==> src/pds_pkg.sv <==
package pds_pkg;
	// Clock and time base
	localparam int unsigned CLK_HZ          = 20_000_000;   // System clock rate
	localparam int unsigned LAMP_TEST_MS    = 2000;         // Lamp test duration, ms
	localparam int unsigned LAMP_CYCLES     = CLK_HZ / 1000 * LAMP_TEST_MS;
	localparam int unsigned DEBOUNCE_MS     = 10;           // Key settle time, ms
	localparam int unsigned DEBOUNCE_CYCLES = CLK_HZ / 1000 * DEBOUNCE_MS;
	localparam int unsigned SEC_CYCLES      = CLK_HZ;       // Cycles per second tick
	localparam int unsigned START_DELAY_MAX = 300;          // Longest start delay, s
	localparam int unsigned SPINUP_RELAY_LIMIT_S   = 480;          // Run-up time limit, s
	localparam logic [6:0]  AT_SPEED_PCT    = 7'h5f;        // 95 % of target speed
	// Register byte offsets
	localparam logic [11:0] CTRL_OFS   = 12'h000;
	localparam logic [11:0] MINSPD_OFS = 12'h004;
	localparam logic [11:0] STATUS_OFS = 12'h008;
	// Control register fields and reset values, plus the minimum speed reset value
	localparam int unsigned CTRL_DELAY_LSB = 0;             // Start delay, seconds
	localparam int unsigned CTRL_DELAY_W   = 9;
	localparam int unsigned CTRL_FNO_BIT   = 9;             // Fault relay normally open
	localparam logic [8:0]  CTRL_DELAY_RST = 9'h000;
	localparam logic [6:0]  MINSPD_RST     = 7'h14;         // Minimum speed, percent
	// Conditioned input bit positions
	localparam int unsigned IN_KEY_START = 0;
	localparam int unsigned IN_KEY_STOP  = 1;
	localparam int unsigned IN_KEY_HEAT  = 2;
	localparam int unsigned IN_REM_SEL   = 3;
	localparam int unsigned IN_REM_START = 4;
	localparam int unsigned IN_REM_STOPN = 5;
	localparam int unsigned IN_REM_HEAT  = 6;
	localparam int unsigned IN_COUNT     = 7;
	// Failure codes shown on the LED chain (LED number)
	localparam logic [2:0] FC_SPEED = 3'h3;                 // LED 4: speed fault
	localparam logic [2:0] FC_CONV  = 3'h4;                 // LED 5: converter hot
	localparam logic [2:0] FC_DRIVE = 3'h7;                 // LED 8: bearing/drive
	// Supervisor states
	typedef enum logic [2:0] {
		PDS_LAMP, PDS_STILL, PDS_DELAY, PDS_SPINUP_RELAY,
		PDS_NORMAL, PDS_OVERLOAD, PDS_BRAKE, PDS_FAIL
	} pds_state_type;
endpackage : pds_pkg

==> src/pds_in_if.sv <==
`timescale 1ns/1ps
`default_nettype none
// Conditioned inputs from the debouncer to the supervisor
interface pds_in_if #(parameter int unsigned N = 7);
	logic [N-1:0] level;                // Settled input levels
	logic [N-1:0] rise;                 // One-cycle pulse on a settled rise
	modport src (output level, output rise);
	modport snk (input level, input rise);
endinterface : pds_in_if
`default_nettype wire

==> src/pds_debounce.sv <==
`timescale 1ns/1ps
`default_nettype none
module pds_debounce #(
	parameter int unsigned WIDTH      = 7,
	parameter int unsigned DEB_CYCLES = 200_000
) (
	input  wire logic             clock,
	input  wire logic             nrst,
	input  wire logic [WIDTH-1:0] raw,
	pds_in_if.src                 dq
);
	localparam int unsigned CW = $clog2(DEB_CYCLES + 1);
	localparam logic [CW-1:0] CNT_TOP = CW'(DEB_CYCLES - 1);

	logic [WIDTH-1:0] meta_r;           // First synchroniser stage
	logic [WIDTH-1:0] sync_r;           // Second synchroniser stage
	logic [WIDTH-1:0] stable_r;         // Debounced level
	logic [WIDTH-1:0] rise_r;           // Rise pulse
	logic [CW-1:0]    cnt_r [WIDTH];    // Per-bit settle counters

	////////////////////////////////////////////////////////////////////////
	// Two-stage synchroniser
	always_ff @(posedge clock) begin
		if (!nrst) begin
			meta_r <= '0;
			sync_r <= '0;
		end else begin
			meta_r <= raw;
			sync_r <= meta_r;
		end
	end

	////////////////////////////////////////////////////////////////////////
	// Debounce: a new level must hold for the whole settle time
	always_ff @(posedge clock) begin
		if (!nrst) begin
			stable_r <= '0;
			rise_r   <= '0;
			for (int i = 0; i < WIDTH; i++) begin
				cnt_r[i] <= '0;
			end
		end else begin
			for (int i = 0; i < WIDTH; i++) begin
				rise_r[i] <= 1'b0;
				if (sync_r[i] == stable_r[i]) begin
					// Bounce restarts the count
					cnt_r[i] <= '0;
				end else if (cnt_r[i] == CNT_TOP) begin
					stable_r[i] <= sync_r[i];
					rise_r[i]   <= sync_r[i];
					cnt_r[i]    <= '0;
				end else begin
					cnt_r[i] <= cnt_r[i] + CW'(1);
				end
			end
		end
	end

	assign dq.level = stable_r;
	assign dq.rise  = rise_r;
endmodule : pds_debounce
`default_nettype wire

==> src/pds_supervisor.sv <==
// The APB register port and the address map were chosen for this implementation.
`timescale 1ns/1ps
`default_nettype none
module pds_supervisor #(
	parameter int unsigned LAMP_CYCLES     = pds_pkg::LAMP_CYCLES,
	parameter int unsigned SEC_CYCLES      = pds_pkg::SEC_CYCLES,
	parameter int unsigned DEBOUNCE_CYCLES = pds_pkg::DEBOUNCE_CYCLES
) (
	input  wire logic        clock,
	input  wire logic        nrst,
	input  wire logic        psel,
	input  wire logic        penable,
	input  wire logic        pwrite,
	input  wire logic [11:0] paddr,
	input  wire logic [31:0] pwdata,
	output logic      [31:0] prdata,
	output logic             pready,
	output logic             pslverr,
	input  wire logic        key_start,
	input  wire logic        key_stop,
	input  wire logic        key_heat,
	input  wire logic        remote_sel,
	input  wire logic        remote_start,
	input  wire logic        remote_stop_n,
	input  wire logic        remote_heat,
	input  wire logic [6:0]  speed_pct,
	input  wire logic [6:0]  current_pct,
	input  wire logic        rotor_standstill,
	input  wire logic        pump_over_temp,
	input  wire logic        conv_over_temp,
	input  wire logic        drive_fault,
	output logic             led_power,
	output logic             led_start,
	output logic             led_stop,
	output logic             led_at_speed,
	output logic             led_overload,
	output logic             led_failure,
	output logic             led_heating,
	output logic      [7:0]  led_chain,
	output logic             vent_relay,
	output logic             heater_relay,
	output logic             cooling_relay,
	output logic             backing_pump_relay,
	output logic             spinup_relay,
	output logic             at_speed_relay,
	output logic             fault_relay,
	output logic             motor_drive,
	output logic             brake_drive,
	output logic             reduce_speed,
	output logic             cable_lock_lamp
);
	localparam int unsigned LW = $clog2(LAMP_CYCLES + 1);
	localparam int unsigned SW = $clog2(SEC_CYCLES + 1);
	localparam logic [LW-1:0] LAMP_TOP  = LW'(LAMP_CYCLES - 1);
	localparam logic [SW-1:0] SEC_TOP   = SW'(SEC_CYCLES - 1);
	localparam logic [SW-1:0] HALF_SEC  = SW'(SEC_CYCLES / 2);
	localparam logic [8:0]    DELAY_MAX = 9'(pds_pkg::START_DELAY_MAX);
	localparam logic [8:0]    SPINUP_RELAY_MAX = 9'(pds_pkg::SPINUP_RELAY_LIMIT_S);

	////////////////////////////////////////////////////////////////////////
	// LED chain helpers

	// Which of the eight chain LEDs a percentage lands on
	function automatic logic [2:0] pct_index(input logic [6:0] pct);
		logic [9:0] scaled;
		scaled = {pct, 3'h0} / 10'h064;
		pct_index = (scaled > 10'h007) ? 3'h7 : scaled[2:0];
	endfunction : pct_index

	// Single lit LED at the speed position
	function automatic logic [7:0] chain_dot(input logic [6:0] pct);
		chain_dot = 8'h01 << pct_index(pct);
	endfunction : chain_dot

	// Bar filled from the bottom up to the current position
	function automatic logic [7:0] chain_bar(input logic [6:0] pct);
		chain_bar = 8'hff >> (3'h7 - pct_index(pct));
	endfunction : chain_bar

	////////////////////////////////////////////////////////////////////////
	// Input conditioning
	pds_in_if #(.N(pds_pkg::IN_COUNT)) cin ();

	pds_debounce #(
		.WIDTH      (pds_pkg::IN_COUNT),
		.DEB_CYCLES (DEBOUNCE_CYCLES)
	) u_debounce (
		.clock (clock),
		.nrst  (nrst),
		.raw   ({remote_heat, remote_stop_n, remote_start, remote_sel,
		         key_heat, key_stop, key_start}),
		.dq    (cin)
	);

	////////////////////////////////////////////////////////////////////////
	// Registers and state
	pds_pkg::pds_state_type state_r;    // Supervisor state
	logic [LW-1:0] lamp_cnt_r;          // Lamp test timer
	logic [SW-1:0] sec_cnt_r;           // Second prescaler
	logic [8:0]    phase_sec_r;         // Seconds in delay or run-up
	logic          heat_sel_r;          // Heating preselected
	logic [2:0]    fail_code_r;         // Latched failure cause
	logic [8:0]    delay_cfg_r;         // Start delay, seconds
	logic          fault_no_r;          // Fault relay wired normally open
	logic [6:0]    min_speed_r;         // Minimum speed, percent

	logic sec_tick;                     // One pulse per second
	logic flash;                        // Half-second blink
	logic remote;                       // Remote control selected
	logic start_cmd;                    // Start request
	logic stop_cmd;                     // Stop request, dominant
	logic at_speed;                     // Speed at or above 95 %
	logic above_min;                    // Speed at or above minimum
	logic running;                      // Motor under drive

	assign sec_tick = (sec_cnt_r == SEC_TOP);
	assign flash    = (sec_cnt_r < HALF_SEC);
	assign at_speed = (speed_pct >= pds_pkg::AT_SPEED_PCT);
	assign above_min = (speed_pct >= min_speed_r);

	////////////////////////////////////////////////////////////////////////
	// Command selection
	assign remote = cin.level[pds_pkg::IN_REM_SEL];
	// Remote start is taken as a level, so a pulse or a held high both work
	assign start_cmd = remote ? cin.level[pds_pkg::IN_REM_START]
	                          : cin.rise[pds_pkg::IN_KEY_START];
	assign stop_cmd  = remote ? !cin.level[pds_pkg::IN_REM_STOPN]
	                          : cin.rise[pds_pkg::IN_KEY_STOP];
	assign running = (state_r == pds_pkg::PDS_SPINUP_RELAY) || (state_r == pds_pkg::PDS_NORMAL)
	              || (state_r == pds_pkg::PDS_OVERLOAD);

	////////////////////////////////////////////////////////////////////////
	// Timers: lamp test, second prescaler, phase seconds
	always_ff @(posedge clock) begin
		if (!nrst) begin
			lamp_cnt_r <= '0;
		end else if (state_r == pds_pkg::PDS_LAMP) begin
			lamp_cnt_r <= lamp_cnt_r + LW'(1);
		end
	end

	// Free-running, so the blink phase never stalls
	always_ff @(posedge clock) begin
		if (!nrst) begin
			sec_cnt_r <= '0;
		end else if (sec_tick) begin
			sec_cnt_r <= '0;
		end else begin
			sec_cnt_r <= sec_cnt_r + SW'(1);
		end
	end

	// Counts whole seconds across the delay and run-up together; cleared only outside those two states
	always_ff @(posedge clock) begin
		if (!nrst) begin
			phase_sec_r <= '0;
		end else if (state_r != pds_pkg::PDS_DELAY && state_r != pds_pkg::PDS_SPINUP_RELAY) begin
			phase_sec_r <= '0;
		end else if (sec_tick && phase_sec_r != 9'h1ff) begin
			phase_sec_r <= phase_sec_r + 9'h001;
		end
	end

	////////////////////////////////////////////////////////////////////////
	// Supervisor state machine; stop is checked first in every state except lamp test and brake
	always_ff @(posedge clock) begin
		if (!nrst) begin
			state_r     <= pds_pkg::PDS_LAMP;
			fail_code_r <= '0;
		end else begin
			unique case (state_r)
				pds_pkg::PDS_LAMP: begin
					if (lamp_cnt_r == LAMP_TOP) begin
						state_r <= pds_pkg::PDS_STILL;
					end
				end
				pds_pkg::PDS_STILL: begin
					if (stop_cmd) begin
						state_r <= pds_pkg::PDS_STILL;
					end else if (start_cmd) begin
						// Zero delay goes straight to run-up
						state_r <= (delay_cfg_r == 9'h000) ? pds_pkg::PDS_SPINUP_RELAY
						                                   : pds_pkg::PDS_DELAY;
					end
				end
				pds_pkg::PDS_DELAY: begin
					if (stop_cmd) begin
						state_r <= pds_pkg::PDS_BRAKE;
					end else if (phase_sec_r >= delay_cfg_r) begin
						state_r <= pds_pkg::PDS_SPINUP_RELAY;
					end
				end
				pds_pkg::PDS_SPINUP_RELAY: begin
					if (stop_cmd) begin
						state_r <= pds_pkg::PDS_BRAKE;
					end else if (drive_fault) begin
						state_r     <= pds_pkg::PDS_FAIL;
						fail_code_r <= pds_pkg::FC_DRIVE;
					end else if (at_speed) begin
						state_r <= pds_pkg::PDS_NORMAL;
					end else if (phase_sec_r >= SPINUP_RELAY_MAX) begin
						// Time is up: overload if above minimum, else failure
						state_r <= above_min ? pds_pkg::PDS_OVERLOAD : pds_pkg::PDS_FAIL;
						// Overload is no failure, so only the failing branch latches a cause
						fail_code_r <= above_min ? fail_code_r : pds_pkg::FC_SPEED;
					end
				end
				pds_pkg::PDS_NORMAL, pds_pkg::PDS_OVERLOAD: begin
					if (stop_cmd) begin
						state_r <= pds_pkg::PDS_BRAKE;
					end else if (drive_fault) begin
						state_r     <= pds_pkg::PDS_FAIL;
						fail_code_r <= pds_pkg::FC_DRIVE;
					end else if (!above_min) begin
						state_r     <= pds_pkg::PDS_FAIL;
						fail_code_r <= pds_pkg::FC_SPEED;
					end else if (pump_over_temp || conv_over_temp) begin
						state_r <= pds_pkg::PDS_OVERLOAD;
					end else if (at_speed) begin
						state_r <= pds_pkg::PDS_NORMAL;
					end
				end
				pds_pkg::PDS_BRAKE: begin
					if (rotor_standstill) begin
						state_r <= pds_pkg::PDS_STILL;
					end
				end
				pds_pkg::PDS_FAIL: begin
					// A stop while the rotor still turns leaves the failure latched
					if (stop_cmd && rotor_standstill) begin
						state_r     <= pds_pkg::PDS_STILL;
						fail_code_r <= '0;
					end
				end
			endcase
		end
	end

	////////////////////////////////////////////////////////////////////////
	// Heating preselection
	always_ff @(posedge clock) begin
		if (!nrst) begin
			heat_sel_r <= 1'b0;
		end else if (stop_cmd || state_r == pds_pkg::PDS_FAIL) begin
			heat_sel_r <= 1'b0;
		end else if (remote) begin
			heat_sel_r <= cin.level[pds_pkg::IN_REM_HEAT];
		end else if (cin.rise[pds_pkg::IN_KEY_HEAT]) begin
			heat_sel_r <= !heat_sel_r;
		end
	end

	////////////////////////////////////////////////////////////////////////
	// APB register slave: no wait states, error on unmapped address
	always_ff @(posedge clock) begin
		if (!nrst) begin
			delay_cfg_r <= pds_pkg::CTRL_DELAY_RST;
			fault_no_r  <= 1'b0;
			min_speed_r <= pds_pkg::MINSPD_RST;
		end else if (psel && penable && pwrite) begin
			if (paddr == pds_pkg::CTRL_OFS) begin
				// Longer delays are clamped to five minutes
				delay_cfg_r <= (pwdata[8:0] > DELAY_MAX) ? DELAY_MAX : pwdata[8:0];
				fault_no_r  <= pwdata[pds_pkg::CTRL_FNO_BIT];
			end else if (paddr == pds_pkg::MINSPD_OFS) begin
				min_speed_r <= pwdata[6:0];
			end
		end
	end

	always_comb begin
		prdata  = 32'h0000_0000;
		pslverr = 1'b0;
		unique case (paddr)
			pds_pkg::CTRL_OFS: begin
				prdata[pds_pkg::CTRL_DELAY_LSB +: pds_pkg::CTRL_DELAY_W] = delay_cfg_r;
				prdata[pds_pkg::CTRL_FNO_BIT] = fault_no_r;
			end
			pds_pkg::MINSPD_OFS: begin
				prdata[6:0] = min_speed_r;
			end
			pds_pkg::STATUS_OFS: begin
				prdata[2:0]   = state_r;
				prdata[5:3]   = fail_code_r;
				prdata[6]     = heat_sel_r;
				prdata[7]     = remote;
				prdata[14:8]  = {fault_relay, at_speed_relay, spinup_relay,
				                 backing_pump_relay, cooling_relay, heater_relay, vent_relay};
			end
			default: begin
				pslverr = psel && penable;
			end
		endcase
	end
	assign pready = 1'b1;

	////////////////////////////////////////////////////////////////////////
	// Relay decode from the current state
	always_comb begin
		vent_relay         = 1'b0;
		heater_relay       = 1'b0;
		cooling_relay      = 1'b0;
		backing_pump_relay = 1'b0;
		spinup_relay       = 1'b0;
		at_speed_relay     = 1'b0;
		fault_relay        = !fault_no_r;  // Closed at rest in delivered wiring
		unique case (state_r)
			pds_pkg::PDS_DELAY: begin
				vent_relay         = 1'b1;
				backing_pump_relay = 1'b1;
				spinup_relay       = 1'b1;
			end
			pds_pkg::PDS_SPINUP_RELAY: begin
				vent_relay         = 1'b1;
				backing_pump_relay = 1'b1;
				spinup_relay       = 1'b1;
				cooling_relay      = 1'b1;
			end
			pds_pkg::PDS_NORMAL, pds_pkg::PDS_OVERLOAD: begin
				vent_relay         = 1'b1;
				backing_pump_relay = 1'b1;
				cooling_relay      = 1'b1;
				at_speed_relay     = 1'b1;
				heater_relay       = heat_sel_r && (state_r == pds_pkg::PDS_NORMAL);
			end
			pds_pkg::PDS_BRAKE: begin
				cooling_relay = 1'b1;
			end
			pds_pkg::PDS_FAIL: begin
				// Cooling and backing pump open once the rotor stands; the fault relay goes to fault_no_r at once
				cooling_relay      = !rotor_standstill;
				backing_pump_relay = !rotor_standstill;
				fault_relay        = fault_no_r;
			end
			default: begin
			end
		endcase
	end

	////////////////////////////////////////////////////////////////////////
	// Drive commands
	assign motor_drive     = running;
	assign brake_drive     = ((state_r == pds_pkg::PDS_BRAKE) || (state_r == pds_pkg::PDS_FAIL))
	                      && !rotor_standstill;
	assign reduce_speed    = running && (pump_over_temp || conv_over_temp);
	assign cable_lock_lamp = !rotor_standstill;

	////////////////////////////////////////////////////////////////////////
	// Indicator LEDs
	always_comb begin
		led_power    = 1'b1;
		led_start    = 1'b0;
		led_stop     = 1'b0;
		led_at_speed = 1'b0;
		led_overload = 1'b0;
		led_failure  = 1'b0;
		led_heating  = 1'b0;
		led_chain    = 8'h00;
		unique case (state_r)
			pds_pkg::PDS_LAMP: begin
				{led_start, led_stop, led_at_speed, led_overload} = 4'hf;
				{led_failure, led_heating} = 2'h3;
				led_chain = 8'hff;
			end
			pds_pkg::PDS_STILL: begin
				led_chain = 8'h00;
			end
			pds_pkg::PDS_DELAY: begin
				led_start   = flash;
				led_heating = heat_sel_r && flash;
			end
			pds_pkg::PDS_SPINUP_RELAY: begin
				led_start    = 1'b1;
				led_at_speed = flash;
				led_chain    = chain_dot(speed_pct);
				led_heating  = heat_sel_r && flash;
			end
			pds_pkg::PDS_NORMAL: begin
				led_heating = heat_sel_r;
				if (at_speed) begin
					led_at_speed = 1'b1;
					led_chain    = chain_bar(current_pct);
				end else begin
					led_at_speed = flash;
					led_chain    = chain_dot(speed_pct);
				end
			end
			pds_pkg::PDS_OVERLOAD: begin
				led_overload = 1'b1;
				led_at_speed = flash;
				led_chain    = chain_dot(speed_pct);
			end
			pds_pkg::PDS_BRAKE: begin
				led_stop     = 1'b1;
				led_at_speed = flash;
				led_chain    = chain_dot(speed_pct);
			end
			pds_pkg::PDS_FAIL: begin
				led_failure = 1'b1;
				led_chain   = flash ? (8'h01 << fail_code_r) : 8'h00;
			end
		endcase
	end
endmodule : pds_supervisor
`default_nettype wire

==> config.mk <==
export PLATFORM = sky130hd
export DESIGN_NAME = pds_supervisor
export DESIGN_NICKNAME = d
export VERILOG_FILES = /design/src/pds_pkg.sv /design/src/pds_in_if.sv /design/src/pds_debounce.sv /design/src/pds_supervisor.sv
export SDC_FILE = /design/constraint.sdc
export NUM_CORES = 1
export LEC_CHECK = 0
export ABC_AREA = 1
export BUFFER_PORTS_ARGS = -buffer_cell sky130_fd_sc_hd__buf_2
export CORE_ASPECT_RATIO = 1.2
export CORE_UTILIZATION = 25
export DETAILED_ROUTE_END_ITERATION = 10
export PLACE_DENSITY_LB_ADDON = 0.12
export SYNTH_ARGS = -nofsm -noshare
export SYNTH_HDL_FRONTEND = slang
export SYNTH_SLANG_ARGS = --single-unit
==> constraint.sdc <==
create_clock -name clock -period 3.9 [get_ports clock]
set_input_delay 0.585 -clock clock [delete_from_list [all_inputs] [get_ports clock]]
set_output_delay 0.585 -clock clock [all_outputs]
set_load 0.01 [all_outputs]
==> results of run 1 <==
-- sequential cells by signal, summed over array words and instances, names as in the netlist --
register / count
u_debounce.cnt_r: 126
lamp_cnt_r: 26
sec_cnt_r: 25
delay_cfg_r: 9
phase_sec_r: 9
min_speed_r: 7
u_debounce.dq.level: 7
u_debounce.meta_r: 7
u_debounce.sync_r: 7
state_r: 3
u_debounce.dq.rise: 3
fail_code_r: 2
fault_no_r: 1
heat_sel_r: 1
-- final cells by class --
class / instances / area, um^2 / area share
Sequential cell: 233 / 5930 / 0.358
Antenna cell: 1 / 2.50 / 0.000151
Multi-Input combinational cell: 1369 / 7070 / 0.428
Inverter: 313 / 1180 / 0.0711
Tap cell: 720 / 901 / 0.0545
Clock inverter: 11 / 91.3 / 0.00552
Timing Repair Buffer: 103 / 543 / 0.0328
Clock buffer: 41 / 821 / 0.0496
-- synthesized netlist by cell type (5+ instances only) --
master / n
sky130_fd_sc_hd__nand3_2: 13
sky130_fd_sc_hd__nand2_1: 311
sky130_fd_sc_hd__a211oi_1: 15
sky130_fd_sc_hd__o21ai_1: 9
sky130_fd_sc_hd__nor3b_1: 23
sky130_fd_sc_hd__a31oi_1: 10
sky130_fd_sc_hd__nand2_4: 5
sky130_fd_sc_hd__nor4_1: 29
sky130_fd_sc_hd__a21oi_1: 115
sky130_fd_sc_hd__nor2_2: 6
sky130_fd_sc_hd__inv_2: 17
sky130_fd_sc_hd__o211ai_1: 8
sky130_fd_sc_hd__inv_1: 292
sky130_fd_sc_hd__nand2_2: 15
sky130_fd_sc_hd__nor2_1: 214
sky130_fd_sc_hd__dfxtp_1: 107
sky130_fd_sc_hd__xnor2_1: 8
sky130_fd_sc_hd__buf_4: 19
sky130_fd_sc_hd__nor2_4: 10
sky130_fd_sc_hd__ha_1: 34
sky130_fd_sc_hd__nand3_1: 121
sky130_fd_sc_hd__clkbuf_1: 19
sky130_fd_sc_hd__edfxtp_1: 126
sky130_fd_sc_hd__or2_2: 10
sky130_fd_sc_hd__nand4_1: 35
sky130_fd_sc_hd__o21ai_0: 58
sky130_fd_sc_hd__o221ai_1: 8
sky130_fd_sc_hd__o21a_1: 10
sky130_fd_sc_hd__xor2_1: 31
sky130_fd_sc_hd__nor3_1: 91
-- timing repair --
action                     CTS  global route
setup buffers                0             6
resized for setup            0            11
setup endpoints to repair    0             7
-- worst max-delay path, cell delays in order --
cell and delay [ns]:
sky130_fd_sc_hd__buf_2 0.12, sky130_fd_sc_hd__inv_2 0.07, sky130_fd_sc_hd__ha_1 0.14, sky130_fd_sc_hd__inv_1 0.04
sky130_fd_sc_hd__nand2_1 0.09, sky130_fd_sc_hd__nand2_2 0.08, sky130_fd_sc_hd__nand2_4 0.10, sky130_fd_sc_hd__nand3_2 0.10
sky130_fd_sc_hd__nand2_4 0.15, sky130_fd_sc_hd__nand3_4 0.10, sky130_fd_sc_hd__nand2_4 0.11, sky130_fd_sc_hd__nand3_2 0.07
sky130_fd_sc_hd__nand2_2 0.14, sky130_fd_sc_hd__ha_4 0.13, sky130_fd_sc_hd__nand4_1 0.12, sky130_fd_sc_hd__nand2_2 0.11
sky130_fd_sc_hd__nand2_2 0.07, sky130_fd_sc_hd__nand3_1 0.08, sky130_fd_sc_hd__nand2_1 0.06, sky130_fd_sc_hd__inv_2 0.06
sky130_fd_sc_hd__nand2_1 0.06, sky130_fd_sc_hd__nand2_1 0.06, sky130_fd_sc_hd__nand2_1 0.05, sky130_fd_sc_hd__nand2_1 0.07
sky130_fd_sc_hd__nand3_1 0.09, sky130_fd_sc_hd__buf_2 0.19
-- power by group --
| part | leakage, uW | internal, uW | switching [uW] |
|---|---|---|---|
| clock network | 0.000456 | 1520 | 1080 |
| logic | 0.00436 | 367 | 767 |
| registers | 0.00217 | 2680 | 95.9 |
-- placed cells by master, fill, tap and decap left out, types with 11 or more instances in the layout --
| cell | instances |
|---|---|
| sky130_fd_sc_hd__nand2_1 | 310 |
| sky130_fd_sc_hd__nor3_1 | 91 |
| sky130_fd_sc_hd__nor4_1 | 29 |
| sky130_fd_sc_hd__buf_4 | 11 |
| sky130_fd_sc_hd__nand3_2 | 13 |
| sky130_fd_sc_hd__nand2_2 | 14 |
| sky130_fd_sc_hd__buf_2 | 92 |
| sky130_fd_sc_hd__nand4_1 | 35 |
| sky130_fd_sc_hd__inv_2 | 18 |
| sky130_fd_sc_hd__nor2_1 | 212 |
| sky130_fd_sc_hd__clkbuf_16 | 29 |
| sky130_fd_sc_hd__o21ai_0 | 58 |
| sky130_fd_sc_hd__nor2_4 | 11 |
| sky130_fd_sc_hd__a211oi_1 | 15 |
| sky130_fd_sc_hd__xor2_1 | 31 |
| sky130_fd_sc_hd__dfxtp_1 | 107 |
| sky130_fd_sc_hd__a21oi_1 | 115 |
| sky130_fd_sc_hd__edfxtp_1 | 126 |
| sky130_fd_sc_hd__conb_1 | 145 |
| sky130_fd_sc_hd__inv_1 | 291 |
| sky130_fd_sc_hd__nor3b_1 | 23 |
| sky130_fd_sc_hd__nand3_1 | 120 |
| sky130_fd_sc_hd__ha_1 | 33 |
-- final timing paths --
check | endpoint | depth (start not counted) | start
setup / recovery | led_chain[1] | 26 | current_pct[3]
hold / removal | u_debounce.meta_r[0] | 3 | key_start
setup reg to reg | phase_sec_r[7] | 14 | sec_cnt_r[0]
hold reg to reg | u_debounce.sync_r[5] | 2 | u_debounce.meta_r[5]
-- metal layers --
metal  share of wire  up-vias  track usage
met5               0        -            0
met2            0.49      127        0.218
li1                -     6355            -
met3           0.030       42       0.0159
met1            0.46     5479        0.149
met4           0.022        0       0.0354
-- stage by stage --
step / total power, uW / util / TNS, ns / cells
after floorplan: 3550 / - / 0 / 1957
after global placement: 3940 / 0.284 / 0 / 2732
after detailed placement: 3950 / 0.284 / 0 / 2732
after CTS: 6620 / 0.301 / 0 / 2784
after global routing: 6850 / 0.302 / -0.0275 / 2791
final: 6510 / 0.302 / 0 / 2791
-- cells by family (layout without fill, tap and decap cells) --
logic type / count (synthesis) / in the layout / share of synthesized area
compound gates: 253 / 253 / 0.105
simple gates: 898 / 898 / 0.309
flops: 233 / 233 / 0.429
fa+ha+maj: 34 / 34 / 0.0308
xor+xnor: 39 / 39 / 0.0247
buf+inv: 355 / 468 / 0.102
other cells: 2 / 146 / 0.000543
==> reports/summary.json, run 1 <==
{
  "design.core.area_um2": 54700,
  "largest_net_degree_at_the_start_of_global_routing": 35,
  "place_area_um2": 15500,
  "setup-violations-final": 0,
  "postRouteAntennaNets": 0,
  "synthDistinctLibCells": 57,
  "dpl_worst_slack_ns": 0.186,
  "dominantRegCellSynth": "sky130_fd_sc_hd__edfxtp_1",
  "syn-cell-area_um2": 13800,
  "area_delta_synth_final_pct": 19.6,
  "drt_drc_violations_left": 0,
  "final_min_period_over_clock_period": 0.929,
  "rows": 94,
  "final_hold_violating_endpoints": 0,
  "layout_cells_sized_above_1": 0.115,
  "layout_setup_ws_ns": 0.276,
  "routedWlPerCell_um": 12.2,
  "synthesis.instances": 1814,
  "drt_first_iter_violations": 442,
  "cts-htree-levels": 1,
  "cts-hold-fix-buffers": 0,
  "avgViaCountPerCell": 4.30,
  "grt_util_all_layers": 0.121,
  "reg2reg_slack_ns": 1.05,
  "critical_path.max_fanout": 10,
  "static-leakage-power_uw": 0.00698,
  "yosys-top-cells-area": "sky130_fd_sc_hd__edfxtp_1, sky130_fd_sc_hd__dfxtp_1, sky130_fd_sc_hd__nand2_1",
  "critPathLaunchType": "input port",
  "ys_seq_area_frac": 0.429,
  "place_congestion": 0.810,
  "status": "finished clean",
  "postSynthRegisterBits": 233,
  "worst_skew_pair.late_latency_ns": 0.56,
  "number_of_buffers_created_by_cts": 28,
  "async_reset_ff_frac": 0,
  "min_period_ns": 3.62,
  "post_synth.cell_area_avg_um2": 7.62,
  "cts.reportedPaths.clkPinSlew_ns": 0.06,
  "final_max_slew_viol_count": 0,
  "fp.dieW_um": 217,
  "synth_warnings": 0,
  "grt.overflow.total": 0,
  "critical_path_class": "in -> out",
  "timing.max_cap.violations": 0,
  "dr.pass1.iters": 5,
  "synth-edff-count": 126,
  "biggest_area_consumer_among_synthesized_cells": "sky130_fd_sc_hd__edfxtp_1",
  "slew-limit-headroom": 0.468,
  "hold_ws_ns": 0.213,
  "place_hpwl_mm": 25.9,
  "fp.dieH_um": 260,
  "floorplan.die_area_um2": 56200,
  "critical_path_arrival_ns": 3.04,
  "hold_path_class": "in -> reg",
  "fin_nets": 2156,
  "cts_tree": "yes",
  "num_vias": 12003,
  "worst_setup_path_end_kind": "primary output",
  "fmax_ghz": 0.276,
  "first_global_vias": 11426,
  "clock_tree.root_cell": "sky130_fd_sc_hd__clkbuf_16",
  "total_power_per_unit_cell_area_nw_per_um2": 394,
  "number_of_antenna_violations_at_the_first_check_in_global_routing": 1,
  "n_fill_cell": 5878,
  "critical_path_required_ns": 3.31,
  "boundaryPins": 134,
  "drt-total-wl_mm": 34.0,
  "initial_utilization": 0.253,
  "port_buf_inserts": 92,
  "clock_skew_ns": 0.00654,
  "max-vdd-ir-drop_mv": 0.313,
  "layout.cell_area.non_filler_um2": 16500,
  "wire_length_of_the_first_global_routing_pass_mm": 56.3,
  "tightestPinTransition_ns": 0.796,
  "cts.sinks": 233,
  "synth_largest_type_area_fraction": 0.274,
  "clock_tree_buffer_depth": 3
}
No activity file was read; power rests on OpenSTA's default activity.
==> run 2, diff against run 1 <==
Settings changed: CTS_BUF_LIST set to sky130_fd_sc_hd__clkbuf_4.
==> run 2 against run 1 <==
Against the previous run: count of clock-buffer cells in the layout grew 67; hold slack lost 0.097 ns; core utilization grew 0.089 points; via count grew 2.5%; clock power shrank 9.6%; sequential cell count is the same; combinational power is essentially flat; sequential share of layout area shrank 0.11 points; first-iteration DRC count shrank 9.0%; critical path type unchanged; critical endpoint unchanged.
==> reports/summary.json, run 2 (synthesis results as in run 1) <==
{
  "place_area_um2": 15500,
  "drt_first_iter_violations": 402,
  "critical_path_arrival_ns": 3.03,
  "clock_skew_ns": 0.0456,
  "cts-htree-levels": 3,
  "cts_tree": "yes",
  "drt_drc_violations_left": 0,
  "place_hpwl_mm": 25.9,
  "fin_nets": 2208,
  "total_power_per_unit_cell_area_nw_per_um2": 377,
  "clock_tree.root_cell": "sky130_fd_sc_hd__clkbuf_4",
  "final_hold_violating_endpoints": 0,
  "pwr-share-seq": 0.443,
  "initial_utilization": 0.253,
  "timing.max_cap.violations": 0,
  "critPathLaunchType": "input port",
  "top_regs": "u_debounce.cnt_r: 126 flops, lamp_cnt_r: 26 flops, sec_cnt_r: 25 flops",
  "fmax_ghz": 0.277,
  "min_period_ns": 3.62,
  "cell_internal_pwr_uw": 4300,
  "status": "finished clean",
  "final_min_period_over_clock_period": 0.927,
  "static-leakage-power_uw": 0.00709,
  "max-vdd-ir-drop_mv": 0.191,
  "critical-path-top-cell-by-count": "sky130_fd_sc_hd__nand2_1",
  "finish.cell_count_without_fillers": 2871,
  "cp_slowest_stage_delay_ns": 0.18,
  "drt-total-wl_mm": 34.4,
  "worst_setup_path_end_kind": "primary output",
  "switching_power_uw": 1950,
  "fp.dieH_um": 260,
  "relative_contribution_of_the_clock_network_to_total_power": 0.375,
  "cell_family_contributing_the_most_delay_on_the_critical_path": "simple AND/OR/NAND/NOR gates",
  "avgViaCountPerCell": 4.29,
  "fp.dieW_um": 217,
  "grt_util_all_layers": 0.125,
  "tns_ns": 0,
  "largest_register_ff_count": 126,
  "dp.cells": 2732,
  "final_max_slew_viol_count": 0,
  "boundaryPins": 134,
  "number_of_buffers_created_by_cts": 71,
  "grt.overflow.total": 0,
  "layout_commonest_cell": "sky130_fd_sc_hd__nand2_1",
  "routedWlPerCell_um": 12.0,
  "p_comb_frac": 0.182,
  "dr.pass1.iters": 5,
  "port_buf_inserts": 92,
  "cts.reportedPaths.clkPinSlew_ns": 0.07,
  "number_of_antenna_violations_at_the_first_check_in_global_routing": 2,
  "design.core.area_um2": 54700,
  "floorplan.die_area_um2": 56200,
  "first_global_vias": 11842,
  "layout.cell_area.non_filler_um2": 16600,
  "setup-violations-final": 0,
  "largest-register": "u_debounce.cnt_r",
  "power.share.switching": 0.312,
  "slew-limit-headroom": 0.461,
  "area_delta_synth_final_pct": 20.0,
  "clock_tree_buffer_depth": 3,
  "largest_net_degree_at_the_start_of_global_routing": 35,
  "cts.sinks": 233,
  "critical_path_class": "in -> out",
  "postRouteAntennaNets": 0,
  "rows": 94,
  "num_vias": 12303,
  "commonest_cells_after_routing_fill_and_taps_aside": "sky130_fd_sc_hd__nand2_1, sky130_fd_sc_hd__inv_1, sky130_fd_sc_hd__nor2_1, sky130_fd_sc_hd__conb_1, sky130_fd_sc_hd__edfxtp_1",
  "timing.critical_path.buf_inv": 5,
  "place_congestion": 0.810,
  "critical_path.max_fanout": 10,
  "worst_skew_pair.late_latency_ns": 0.75,
  "tightestPinTransition_ns": 0.806,
  "layout_cells_sized_above_1": 0.143,
  "critical_path_required_ns": 3.31,
  "hold_path_class": "in -> reg",
  "cpMaxStageDelayCell": "sky130_fd_sc_hd__buf_2",
  "wire_length_of_the_first_global_routing_pass_mm": 57.2
}
run 2: repair_timing:
item,4_1_cts,5_1_grt
setup endpoints to repair,0,7
resized for setup,0,11
hold buffers,9,0
buffers inserted,0,6
hold endpoints to repair,9,0
run 2: path summary, 6_finish.rpt:
| path | start | to | slack [ns] | cells past startpoint |
|---|---|---|---|---|
| setup / recovery | current_pct[3] | led_chain[1] | 0.28 | 26 |
| hold / removal | pwdata[5] | min_speed_r[5] | 0.12 | 3 |
| setup reg to reg | sec_cnt_r[0] | phase_sec_r[7] | 1.08 | 14 |
| hold reg to reg | u_debounce.meta_r[6] | u_debounce.sync_r[6] | 0.41 | 2 |
run 2: worst min-delay path: stages:
cell                      delay, ns
sky130_fd_sc_hd__buf_2         0.07
sky130_fd_sc_hd__inv_1         0.06
sky130_fd_sc_hd__a21oi_1       0.12
run 2: power groups by stage:
| stage | logic (uW) | registers (uW) | clock network [uW] |
|---|---|---|---|
| CTS | 1130 | 2770 | 2490 |
| detailed placement | 1120 | 2830 | 0 |
| finish | 1140 | 2770 | 2350 |
| floorplan | 755 | 2790 | 0 |
| global placement | 1120 | 2830 | 0 |
| global route | 1280 | 2790 | 2610 |
run 2: layout make-up:
type                       instances  area, um^2
timing repair buffer             112         633
clock buffer                     108         811
fill                            5940       38100
multi-input combinational       1369        7070
sequential                       233        5930
tap                              720         901
inverter                         313        1180
antenna                            2        5.00
clock inverter                    14        57.6
run 2: per-layer routing:
layer | vias to the layer above | global-route usage | share of wire
met5 | - | 0 | 0
met4 | 0 | 0.0579 | 0.026
met3 | 52 | 0.0250 | 0.037
met2 | 166 | 0.218 | 0.49
met1 | 5595 | 0.146 | 0.45
li1 | 6490 | - | -
run 2: metrics by stage:
step | hold slack, ns | worst slack, ns | power (uW) | utilization
5_1_grt | 0.0947 | -0.0150 | 6670 | 0.303
6_report | 0.115 | 0.283 | 6260 | 0.303
3_5_place_dp | 0.403 | 0.186 | 3950 | 0.284
3_3_place_gp | 0.400 | 0.209 | 3940 | 0.284
4_1_cts | 0.0114 | 0.183 | 6400 | 0.301
2_1_floorplan | 0.390 | 0.754 | 3550 | -
==> run 3, diff against run 2 <==
Settings changed: ABC_AREA 1 to 0, CORE_MARGIN set to 2.
==> run 3 against run 2 <==
Against the previous run: final area is 2.5% higher; critical path type unchanged; wire length is 2.3% higher; first-iteration DRC count is 16% higher; combinational power is 56% lower; total power is 9.3% lower; hold slack better by 0.0064 ns.
==> reports/summary.json, run 3 <==
{
  "synthDistinctLibCells": 92,
  "critical_path_required_ns": 3.31,
  "fmax_ghz": 0.262,
  "rows": 94,
  "cpMaxStageDelayCell": "sky130_fd_sc_hd__a2111o_1",
  "largest-register": "u_debounce.cnt_r",
  "drt_first_iter_violations": 468,
  "num_vias": 11558,
  "post_synth.cell_area_avg_um2": 9.09,
  "dominantRegCellSynth": "sky130_fd_sc_hd__edfxtp_1",
  "synth_largest_type_area_fraction": 0.274,
  "grt_util_all_layers": 0.123,
  "cts_tree": "yes",
  "layout.cell_area.non_filler_um2": 17000,
  "async_reset_ff_frac": 0,
  "fp.dieH_um": 262,
  "port_buf_inserts": 92,
  "worst_setup_path_end_kind": "primary output",
  "clock_skew_ns": 0.0380,
  "cts.reportedPaths.clkPinSlew_ns": 0.06,
  "number_of_buffers_created_by_cts": 70,
  "critical_path.cell_chain": "buf_8 -> buf_6 -> or2_4 -> o311ai_4 -> a21oi_2 -> nor2_2 -> ha_2 -> o31ai_2 -> a31oi_1 -> nor3_2 -> o211ai_2 -> a21oi_2 -> a2111o_1 -> o21ai_2 -> buf_2",
  "min_period_ns": 3.81,
  "initial_utilization": 0.253,
  "synth-edff-count": 126,
  "timing.max_cap.violations": 0,
  "fin_nets": 1935,
  "avgViaCountPerCell": 4.45,
  "reg2regPathDepth": 8,
  "hold_path_class": "in -> reg",
  "layout_cells_sized_above_1": 0.172,
  "synthesis.instances": 1520,
  "routedWlPerCell_um": 13.5,
  "place_congestion": 0.838,
  "postSynthRegisterBits": 233,
  "setup-violations-final": 0,
  "ys_seq_area_frac": 0.429,
  "critical_path_arrival_ns": 3.23,
  "static-leakage-power_uw": 0.00666,
  "boundaryPins": 134,
  "critical_path.max_fanout": 4,
  "wire_length_of_the_first_global_routing_pass_mm": 57.1,
  "layout_commonest_cell": "sky130_fd_sc_hd__nor2_1",
  "design.core.area_um2": 54700,
  "postRouteAntennaNets": 0,
  "critical-path-top-cell-by-count": "sky130_fd_sc_hd__a21oi_2",
  "grt_setup_unrepaired": "yes",
  "cp_slowest_stage_delay_ns": 0.43,
  "dr.pass1.iters": 7,
  "place_hpwl_mm": 25.5,
  "synth_most_common_cell": "sky130_fd_sc_hd__nor2_1",
  "tightestPinTransition_ns": 0.796,
  "largest_register_ff_count": 126,
  "finish.cell_count_without_fillers": 2597,
  "drt-total-wl_mm": 35.2,
  "syn-cell-area_um2": 13800,
  "first_global_vias": 11316,
  "largest_net_degree_at_the_start_of_global_routing": 44,
  "area_delta_synth_final_pct": 23.0,
  "clock_tree.root_cell": "sky130_fd_sc_hd__clkbuf_4",
  "commonest_cells_after_routing_fill_and_taps_aside": "sky130_fd_sc_hd__nor2_1, sky130_fd_sc_hd__conb_1, sky130_fd_sc_hd__edfxtp_1, sky130_fd_sc_hd__nand2_1, sky130_fd_sc_hd__dfxtp_1",
  "final_hold_violating_endpoints": 0,
  "critical_path_class": "in -> out",
  "status": "finished clean",
  "worst_skew_pair.late_latency_ns": 0.76,
  "synth_warnings": 0,
  "dp.cells": 2462,
  "cts.sinks": 233,
  "drt_drc_violations_left": 0,
  "final_min_period_over_clock_period": 0.978,
  "grt.overflow.total": 0,
  "synth.top_cells.by_count": "sky130_fd_sc_hd__nor2_1, sky130_fd_sc_hd__edfxtp_1, sky130_fd_sc_hd__nand2_1",
  "critPathLaunchType": "input port",
  "cts-htree-levels": 3,
  "biggest_area_consumer_among_synthesized_cells": "sky130_fd_sc_hd__edfxtp_1",
  "floorplan.die_area_um2": 57200,
  "slew-limit-headroom": 0.469,
  "yosys-top-cells-area": "sky130_fd_sc_hd__edfxtp_1, sky130_fd_sc_hd__dfxtp_1, sky130_fd_sc_hd__nor2_1",
  "clock_tree_buffer_depth": 3,
  "number_of_antenna_violations_at_the_first_check_in_global_routing": 3,
  "final_max_slew_viol_count": 0,
  "total_power_per_unit_cell_area_nw_per_um2": 334,
  "fp.dieW_um": 219,
  "max-vdd-ir-drop_mv": 0.193,
  "top_regs": "u_debounce.cnt_r: 126 flops, lamp_cnt_r: 26 flops, sec_cnt_r: 25 flops",
  "hold-path-cell-count": 3,
  "place_area_um2": 15800
}
run 3: cell count changes after synthesis, moves of 60 or more:
cell                      delta
sky130_fd_sc_hd__a21oi_1    -63
sky130_fd_sc_hd__inv_1     -232
sky130_fd_sc_hd__nand2_1   -198
sky130_fd_sc_hd__nor3_1     -67
sky130_fd_sc_hd__xnor2_1    +68
sky130_fd_sc_hd__xor2_1     +60
run 3: layout make-up:
class / instances / area, um^2
antenna: 2 / 5.00
clock buffer: 106 / 796
clock inverter: 14 / 116
fill: 5881 / 37700
inverter: 61 / 231
multi-input combinational: 1298 / 7970
sequential: 233 / 5930
tap: 720 / 901
timing repair buffer: 163 / 1050
run 3: through the flow:
step | utilization | setup TNS, ns | hold slack (ns) | power [uW] | worst slack (ns)
2_1_floorplan | - | 0 | 0.412 | 3070 | 0.150
3_3_place_gp | 0.289 | -0.244 | 0.415 | 3230 | -0.146
3_5_place_dp | 0.289 | -0.204 | 0.419 | 3230 | -0.139
4_1_cts | 0.308 | 0 | 0.00664 | 5820 | 0.0183
5_1_grt | 0.311 | -0.164 | 0.0580 | 6020 | -0.0978
6_report | 0.311 | 0 | 0.122 | 5670 | 0.0861
run 3: path summary, 6_finish.rpt:
kind | startpoint | to | slack (ns)
setup reg to reg | state_r[0] | state_r[1] | 1.07
setup / recovery | current_pct[3] | led_chain[7] | 0.09
hold reg to reg | u_debounce.meta_r[5] | u_debounce.sync_r[5] | 0.43
hold / removal | pwdata[4] | min_speed_r[4] | 0.12
run 3: cell families (layout without fill, tap and decap cells):
family,count (synthesis),in the layout,synth area share
adders and majority gates,34,34,0.0308
xor gates and xnor gates,167,167,0.106
AOI/OAI and AO/OA,216,216,0.110
and+or+nand+nor,705,705,0.258
other,2,147,0.000544
DFF,233,233,0.429
muxes,31,31,0.0227
buffers and inverters,132,344,0.0430
run 3: routing by layer:
layer	routed length, um	track usage	share of wire
met5	0	0	0
met4	1120	0.0612	0.032
met3	1470	0.0254	0.042
met2	16800	0.205	0.48
met1	15700	0.152	0.45
run 3: worst max-delay path: cells and delay by family:
family / cells / cell delay (ns)
AO/OA/AOI/OAI: 8 / 1.57
AND/OR/NAND/NOR: 3 / 0.47
adder cells (fa/ha/maj): 1 / 0.20
buffers and inverters: 3 / 0.38
run 3: repair_timing:
| action | CTS | global route |
|---|---|---|
| setup buffers | 1 | 6 |
| gates resized for setup | 14 | 18 |
| endpoints found under the hold margin | 7 | 0 |
| pin swaps | 8 | 17 |
| cloned | 0 | 0 |
| setup endpoints to repair | 2 | 4 |
| hold buffers | 7 | 0 |
run 3: report_power, final:
part	leakage, uW	internal (uW)	switching [uW]
Combinational	0.00395	219	278
Sequential	0.00217	2650	63.7
Clock	0.000544	1360	1090
Total	0.00666	4240	1440
